### src/serial_byte_uart_defines.vh
`ifndef SERIAL_BYTE_UART_DEFINES_VH
`define SERIAL_BYTE_UART_DEFINES_VH

// =============================================
// Register indices and address width.
`define REG_IDX_STATUS      16'hC028
`define REG_IDX_BYTE_LOW    16'hC029
`define REG_IDX_BYTE_HIGH   16'hC02A
`define REG_IDX_DIVIDER     16'hC02B
`define ADDR_WIDTH          18

// =============================================
// Status register bit positions.
`define ST_RX_OVERRUN       3
`define ST_RX_DATA_FULL     2
`define ST_TX_HOLDING_FULL  1
`define ST_TX_SHIFTER_ACT   0

// =============================================
// Divider fields and reset value.
`define DIVIDER_FIRST_MSB   15
`define DIVIDER_FIRST_LSB   8
`define DIVIDER_SECOND_MSB  7
`define DIVIDER_SECOND_LSB  0
`define DIVIDER_RESET       16'h0000

// =============================================
// Frame format.
`define FRAME_DATA_BITS     4'h8

`endif

### src/serial_byte_uart.v
`timescale 1ns/1ps
`include "serial_byte_uart_defines.vh"

// Overview of operation
// Idle high; start, eight LSB-first, stop.
// Status bits: overrun, rx full, tx full, active.
// Shifter active flag while frame sends.
// Low data read returns byte, clears full.
// Low write loads idle shifter, pulses tx_event.
// Write during frame goes to holding register.
// Holding empties when moved to shifter.
// Software writes only when holding is empty.
// High data register uses bits 15:8.
// Divider: first 15:8, second 7:0, reset zero.
// Software keeps second divider 6 to 255.
// Firmware loads divider before serial use.
// Bit rate is clock/(first+1)/second.
// Receiver samples on first stage tick.
// Idle receiver starts on falling edge.
// Data bits sampled mid-bit, LSB first.
// High stop stores byte, sets full, rx_event.
// Overrun takes previous full on each store.
// Receiver returns idle after frame.
// Low stop bit discards the byte.
module serial_byte_uart (
    input  wire        clk,
    input  wire        reset,
    input  wire [17:0] avs_address,
    input  wire        avs_read,
    input  wire        avs_write,
    input  wire [31:0] avs_writedata,
    input  wire [3:0]  avs_byteenable,
    output reg  [31:0] avs_readdata,
    output reg         avs_waitrequest,
    input  wire        rx_line,
    output reg         tx_line,
    output reg         tx_event,
    output reg         rx_event
);

    localparam TX_IDLE  = 2'b00;
    localparam TX_START = 2'b01;
    localparam TX_DATA  = 2'b10;
    localparam TX_STOP  = 2'b11;
    localparam RX_IDLE  = 2'b00;
    localparam RX_START = 2'b01;
    localparam RX_DATA  = 2'b10;
    localparam RX_STOP  = 2'b11;

    // =============================================
    // Address decode.
    function is_reg;
        input [17:0] addr;
        input [15:0] idx;
        begin
            is_reg = (addr == {idx, 2'b00});
        end
    endfunction

    reg  [15:0] divider_r;
    reg  [7:0]  rx_data_r;
    reg  [7:0]  tx_hold_r;
    reg         rx_overrun_r;
    reg         rx_data_full_r;
    reg         tx_holding_full_r;
    reg         tx_shifter_active_r;
    reg  [7:0]  first_cnt_r;
    reg  [7:0]  tx_cnt_r;
    reg  [7:0]  tx_shift_r;
    reg  [3:0]  tx_bits_r;
    reg  [1:0]  tx_state_r;
    reg  [7:0]  rx_cnt_r;
    reg  [7:0]  rx_shift_r;
    reg  [3:0]  rx_bits_r;
    reg  [1:0]  rx_state_r;
    reg         rx_prev_r;

    wire [7:0]  first_divider  = divider_r[`DIVIDER_FIRST_MSB:`DIVIDER_FIRST_LSB];
    wire [7:0]  second_divider = divider_r[`DIVIDER_SECOND_MSB:`DIVIDER_SECOND_LSB];
    wire        acc            = (avs_read | avs_write) & avs_waitrequest;
    wire        wr_low         = acc & avs_write & is_reg(avs_address, `REG_IDX_BYTE_LOW);
    wire        wr_high        = acc & avs_write & is_reg(avs_address, `REG_IDX_BYTE_HIGH);
    wire        rd_data        = acc & avs_read & (is_reg(avs_address, `REG_IDX_BYTE_LOW)
                                 | is_reg(avs_address, `REG_IDX_BYTE_HIGH));
    wire        wr_div         = acc & avs_write & is_reg(avs_address, `REG_IDX_DIVIDER);
    wire [7:0]  wr_byte        = wr_high ? avs_writedata[15:8] : avs_writedata[7:0];
    // First stage tick.
    wire        stage_tick     = (first_cnt_r == first_divider);
    wire        tx_bit_end     = stage_tick & (tx_cnt_r + 8'h01 >= second_divider);
    wire [7:0]  half_bit       = {1'b0, second_divider[7:1]};
    wire        rx_mid         = stage_tick & (rx_cnt_r + 8'h01 >= half_bit);
    wire        rx_bit_end     = stage_tick & (rx_cnt_r + 8'h01 >= second_divider);
    wire        tx_done        = (tx_state_r == TX_STOP) & tx_bit_end;
    wire        tx_free        = ~tx_shifter_active_r | (tx_done & ~tx_holding_full_r);
    wire        tx_load_new    = (wr_low | wr_high) & tx_free;
    wire        tx_load_hold   = tx_done & tx_holding_full_r;
    wire        rx_store       = (rx_state_r == RX_STOP) & rx_mid & rx_line;

    // =============================================
    // Bus slave: one wait cycle, then answer.
    always @(posedge clk) begin
        if (reset) begin
            avs_waitrequest <= 1'b1;
            avs_readdata    <= 32'h00000000;
        end else begin
            avs_waitrequest <= ~acc;
            if (acc & avs_read) begin
                avs_readdata <= 32'h00000000;
                // Status bits read.
                if (is_reg(avs_address, `REG_IDX_STATUS))
                    avs_readdata[3:0] <= {rx_overrun_r, rx_data_full_r, tx_holding_full_r, tx_shifter_active_r};
                // Low byte read.
                if (is_reg(avs_address, `REG_IDX_BYTE_LOW))
                    avs_readdata[7:0] <= rx_data_r;
                // High byte read.
                if (is_reg(avs_address, `REG_IDX_BYTE_HIGH))
                    avs_readdata[15:8] <= rx_data_r;
                if (is_reg(avs_address, `REG_IDX_DIVIDER))
                    avs_readdata[15:0] <= divider_r;
            end
        end
    end

    // =============================================
    // Divider register and first stage.
    always @(posedge clk) begin
        if (reset) begin
            // Divider resets zero.
            divider_r   <= `DIVIDER_RESET;
            first_cnt_r <= 8'h00;
        end else begin
            if (wr_div) begin
                if (avs_byteenable[1])
                    divider_r[15:8] <= avs_writedata[15:8];
                if (avs_byteenable[0])
                    divider_r[7:0] <= avs_writedata[7:0];
            end
            first_cnt_r <= stage_tick ? 8'h00 : first_cnt_r + 8'h01;
        end
    end

    // =============================================
    // Transmitter.
    always @(posedge clk) begin
        if (reset) begin
            tx_state_r          <= TX_IDLE;
            tx_line             <= 1'b1;
            tx_event            <= 1'b0;
            tx_shifter_active_r <= 1'b0;
            tx_holding_full_r   <= 1'b0;
            tx_hold_r           <= 8'h00;
            tx_shift_r          <= 8'h00;
            tx_bits_r           <= 4'h0;
            tx_cnt_r            <= 8'h00;
        end else begin
            tx_event <= 1'b0;
            if (stage_tick)
                tx_cnt_r <= tx_bit_end ? 8'h00 : tx_cnt_r + 8'h01;
            if (tx_load_new | tx_load_hold) begin
                // Load shifter, pulse event.
                tx_shift_r          <= tx_load_new ? wr_byte : tx_hold_r;
                tx_event            <= 1'b1;
                tx_state_r          <= TX_START;
                // Shifter marked active.
                tx_shifter_active_r <= 1'b1;
                tx_line             <= 1'b0;
                tx_cnt_r            <= 8'h00;
                // Holding empties on move.
                if (tx_load_hold)
                    tx_holding_full_r <= 1'b0;
            end else if (tx_bit_end) begin
                case (tx_state_r)
                    TX_START: begin
                        tx_state_r <= TX_DATA;
                        tx_line    <= tx_shift_r[0];
                        tx_bits_r  <= 4'h1;
                    end
                    // LSB first, then stop.
                    TX_DATA: begin
                        if (tx_bits_r == `FRAME_DATA_BITS) begin
                            tx_state_r <= TX_STOP;
                            tx_line    <= 1'b1;
                        end else begin
                            tx_line   <= tx_shift_r[tx_bits_r[2:0]];
                            tx_bits_r <= tx_bits_r + 4'h1;
                        end
                    end
                    TX_STOP: begin
                        tx_state_r          <= TX_IDLE;
                        tx_shifter_active_r <= 1'b0;
                    end
                    default: begin
                        tx_line <= 1'b1;
                    end
                endcase
            end
            // Hold byte while busy.
            if ((wr_low | wr_high) & ~tx_free) begin
                tx_hold_r         <= wr_byte;
                tx_holding_full_r <= 1'b1;
            end
        end
    end

    // =============================================
    // Receiver.
    always @(posedge clk) begin
        if (reset) begin
            rx_state_r     <= RX_IDLE;
            rx_prev_r      <= 1'b1;
            rx_cnt_r       <= 8'h00;
            rx_shift_r     <= 8'h00;
            rx_bits_r      <= 4'h0;
            rx_data_r      <= 8'h00;
            rx_data_full_r <= 1'b0;
            rx_overrun_r   <= 1'b0;
            rx_event       <= 1'b0;
        end else begin
            rx_event <= 1'b0;
            // Sampling on first stage tick.
            if (stage_tick) begin
                rx_prev_r <= rx_line;
                rx_cnt_r  <= rx_bit_end ? 8'h00 : rx_cnt_r + 8'h01;
            end
            // Read clears full.
            if (rd_data)
                rx_data_full_r <= 1'b0;
            case (rx_state_r)
                // Falling edge starts frame.
                RX_IDLE: begin
                    if (stage_tick & rx_prev_r & ~rx_line) begin
                        rx_state_r <= RX_START;
                        rx_cnt_r   <= 8'h00;
                    end
                end
                RX_START: begin
                    if (rx_bit_end) begin
                        rx_state_r <= RX_DATA;
                        rx_bits_r  <= 4'h0;
                    end
                end
                // Mid-bit sampling, LSB first.
                RX_DATA: begin
                    if (rx_mid & (rx_cnt_r + 8'h01 == half_bit))
                        rx_shift_r <= {rx_line, rx_shift_r[7:1]};
                    if (rx_bit_end) begin
                        rx_bits_r <= rx_bits_r + 4'h1;
                        if (rx_bits_r == `FRAME_DATA_BITS - 4'h1)
                            rx_state_r <= RX_STOP;
                    end
                end
                RX_STOP: begin
                    if (rx_mid) begin
                        // Back to idle; low stop discards.
                        rx_state_r <= RX_IDLE;
                        rx_prev_r  <= rx_line;
                        if (rx_store) begin
                            // Store byte, flag, event.
                            rx_data_r      <= rx_shift_r;
                            rx_data_full_r <= 1'b1;
                            rx_event       <= 1'b1;
                            // Overrun copies previous full.
                            rx_overrun_r   <= rx_data_full_r;
                        end
                    end
                end
                default: begin
                    rx_state_r <= RX_IDLE;
                end
            endcase
        end
    end

endmodule

### config.mk
export PLATFORM = sky130hd
export DESIGN_NAME = serial_byte_uart
export DESIGN_NICKNAME = d
export VERILOG_FILES = /design/src/serial_byte_uart.v
export VERILOG_INCLUDE_DIRS = /design/src
export SDC_FILE = /design/constraint.sdc
export NUM_CORES = 1
export LEC_CHECK = 0
export ABC_AREA = 1
export BUFFER_PORTS_ARGS = -buffer_cell sky130_fd_sc_hd__buf_2
export CAP_MARGIN = 20
export CORE_ASPECT_RATIO = 0.75
export CORE_MARGIN = 1.5
export CORE_UTILIZATION = 35
export DETAILED_ROUTE_END_ITERATION = 12
export GPL_TIMING_DRIVEN = 1
export SLEW_MARGIN = 20
export SYNTH_ARGS = -nofsm -noshare
export SYNTH_HDL_FRONTEND = slang
export SYNTH_SLANG_ARGS = --single-unit
### constraint.sdc
create_clock -name clk -period 4 [get_ports clk]
set_input_delay 0 -clock clk [delete_from_list [all_inputs] [get_ports clk]]
set_output_delay 0 -clock clk [all_outputs]
set_load 0.02 [all_outputs]
==> qor.txt <==
status = finished, final reports clean
fmax = 0.332 GHz
Layout area overhead = 15.1%
post-CTS sizing = 0
Slew HR = 0.409
initial antenna violation count = 0
area of the core = 16800 um2
Avg WL per Cell = 13.1 um
first-pass GRT wire length = 24.1 mm
via count = 5299
remaining antenna violation count = 0
ranking of synthesized cells by area = dfxtp_1 36%, nand2_1 11%, ha_1 7.9%
EDFF count, synth = 0
TritonCTS clock tree = done
CP required = 4.29 ns
Remaining Overflow, GRT = 0
Worst Clk Skew = 0.00839 ns
Setup crit start kind = flip-flop
layout cell share with drive strength beyond 1 = 0.126
Pwr Density = 362 nW/um2
number of port buffers = 60
max-slew violation count = 0
Die Ht = 116 um
DP Wirelength = 10.9 mm
max cap viols = 0
Die ar. = 17900 um2
Fin. Hold Viols = 0
clock tree buffer depth = 2
top_reg_cell synth = dfxtp_1
Routed Wire Length = 14.6 mm
pin count of the biggest net entering global routing = 38
DRC errors left = 0
vias in the first global route = 4890
Seq/Total Area, Yosys = 0.365
syn_area_per_cell = 7.27 um2
initial DRC count = 331
clock-pin slew on the worst setup and hold paths = 0.07 ns
Ports = 95
Tcrit/Tclk final = 0.753
unrepaired setup endpoints after global routing = no
all-layer global routing usage = 0.170
Final min period = 3.01 ns
setup violators final = 0
H-tree levels = 3
Pre-antenna DRT Iters = 5
Synth cell types = 48
Least-Margin Pin Slew = 0.886 ns
critical path class = flip-flop to flip-flop
biggest area consumer among synthesized cells = dfxtp_1
Leak Pwr = 3.10 nW
Setup TNS = 0 ns
Post-synth ARST share = 0
Yosys Warn Count = 0
top cell type's share of synthesized area = 0.365
fin util = 0.411
VDD IR max = 0.245 mV
worst path arrival time = 3.30 ns
Syn Std Cell Area = 5980 um2
DIE WIDTH = 154 um
CP Max Fanout = 20
Seq cells post-synth = 109
n_diodes = 0
Starting Density = 0.357
fin nets = 990
WHS Path Cells = 4
clk_lat worst skew = 0.36 ns
Worst Setup End Kind = flip-flop
std cell rows = 41
routability cong. = 0.784
total CTS buffers = 9
R2R depth = 17
root buffer cell = clkbuf_16
Syn Inst Count = 823
final worst slack = 0.987 ns
Place WS = 0.986 ns
vias per inst = 4.76
CTS Sinks = 109
fillers = 1758
Hold WC Path Type = input port to flip-flop
-- report_power, final --
part	switching, mW	internal [mW]
logic	0.281	0.165
registers	0.0377	1.14
clock network	0.435	0.437
total	0.754	1.74
-- cells in the mapped netlist, types with 3 or more instances --
master	instances
inv_1	116
a21oi_1	50
or2_2	3
inv_2	7
dfxtp_1	109
nor2_1	71
nand3_1	35
nand2_1	172
nor3_1	24
o211ai_1	13
nand3_2	3
clkbuf_1	18
o221a_2	4
a211oi_1	16
nand4_1	8
ha_1	38
nand3b_1	5
o21ai_1	6
buf_4	18
o221ai_1	12
nor2_4	6
xor2_1	12
o22ai_1	6
o21ai_0	42
-- cells in the final DEF (no fill, tap or decap), types with 19 or more instances in the layout --
cell	synthesis	layout
buf_2	2	60
ha_1	38	38
o21ai_0	42	42
nand2_1	172	172
nand3_1	35	35
dlygate4sd3_1	0	19
nor2_1	71	71
dfxtp_1	109	109
inv_1	116	116
nor3_1	24	24
a21oi_1	50	50
-- sequential cells by signal, indices dropped and copies added (netlist names), 4 cells and up, named ones only --
name          count
divider_r        16
tx_shift_r        8
first_cnt_r       8
tx_hold_r         8
tx_bits_r         4
rx_bits_r         4
rx_cnt_r          8
rx_shift_r        8
tx_cnt_r          8
avs_readdata     16
rx_data_r         8
-- routing by layer --
layer	track usage	wire length [um]	up-vias
li1	-	-	2812
met1	0.244	7840	2378
met2	0.262	5970	103
met3	0.0427	686	6
met4	0.0298	95	0
met5	0	0	-
-- layout make-up --
type	count	area [um2]	area share
inverters	126	475	0.0690
clock buffers	10	229	0.0332
well taps	215	269	0.0390
clock inverters	6	55.1	0.00799
multi-input cells	564	3160	0.458
flip-flops and latches	109	2180	0.317
repair buffers	83	520	0.0756
-- stage by stage --
stage / cells / hold slack (ns) / power [mW] / area [um2]
floorplan: 838 / 0.158 / 1.52 / 6040
global placement: 1078 / 0.291 / 1.63 / 6410
detailed placement: 1078 / 0.292 / 1.63 / 6410
CTS: 1113 / 0.127 / 2.52 / 6890
global route: 1113 / 0.188 / 2.64 / 6890
finish: 1113 / 0.152 / 2.49 / 6890
-- what timing repair did --
item,in CTS,in global routing
hold buffers,19,0
buffers inserted,0,0
setup endpoints to repair,0,0
endpoints found under the hold margin,19,0
-- worst paths after layout --
path,slack (ns),start,endpoint
setup / recovery,0.99,tx_cnt_r[0],tx_cnt_r[4]
hold / removal,0.15,avs_byteenable[1],divider_r[11]
setup reg to reg,0.99,tx_cnt_r[0],tx_cnt_r[4]
hold reg to reg,0.44,tx_hold_r[2],tx_hold_r[2]
-- worst max-delay path, cell delays in order, from the launching register on --
cell,delay [ns]
dfxtp_1,0.41
nand3_1,0.13
nand3b_1,0.21
nand3b_1,0.19
xnor2_1,0.20
ha_1,0.27
nand2_1,0.07
inv_1,0.04
nor2_1,0.08
o21a_1,0.12
nand2_1,0.09
nand3_1,0.11
nand2_2,0.08
nand3_2,0.31
nand2_4,0.11
nor2_4,0.23
inv_2,0.14
a21oi_1,0.14
-- kinds of logic (layout without fill, tap and decap cells) --
logic type | after synthesis | in the layout | synth area share
AND/OR/NAND/NOR | 341 | 341 | 0.261
AO/OA/AOI/OAI | 155 | 155 | 0.157
adder cells (fa/ha/maj) | 38 | 38 | 0.0795
flip-flops | 109 | 109 | 0.365
XOR/XNOR | 14 | 14 | 0.0205
other | 1 | 16 | 0.000627
buffers and inverters | 165 | 225 | 0.117
Power figures use the tool's default switching activity.
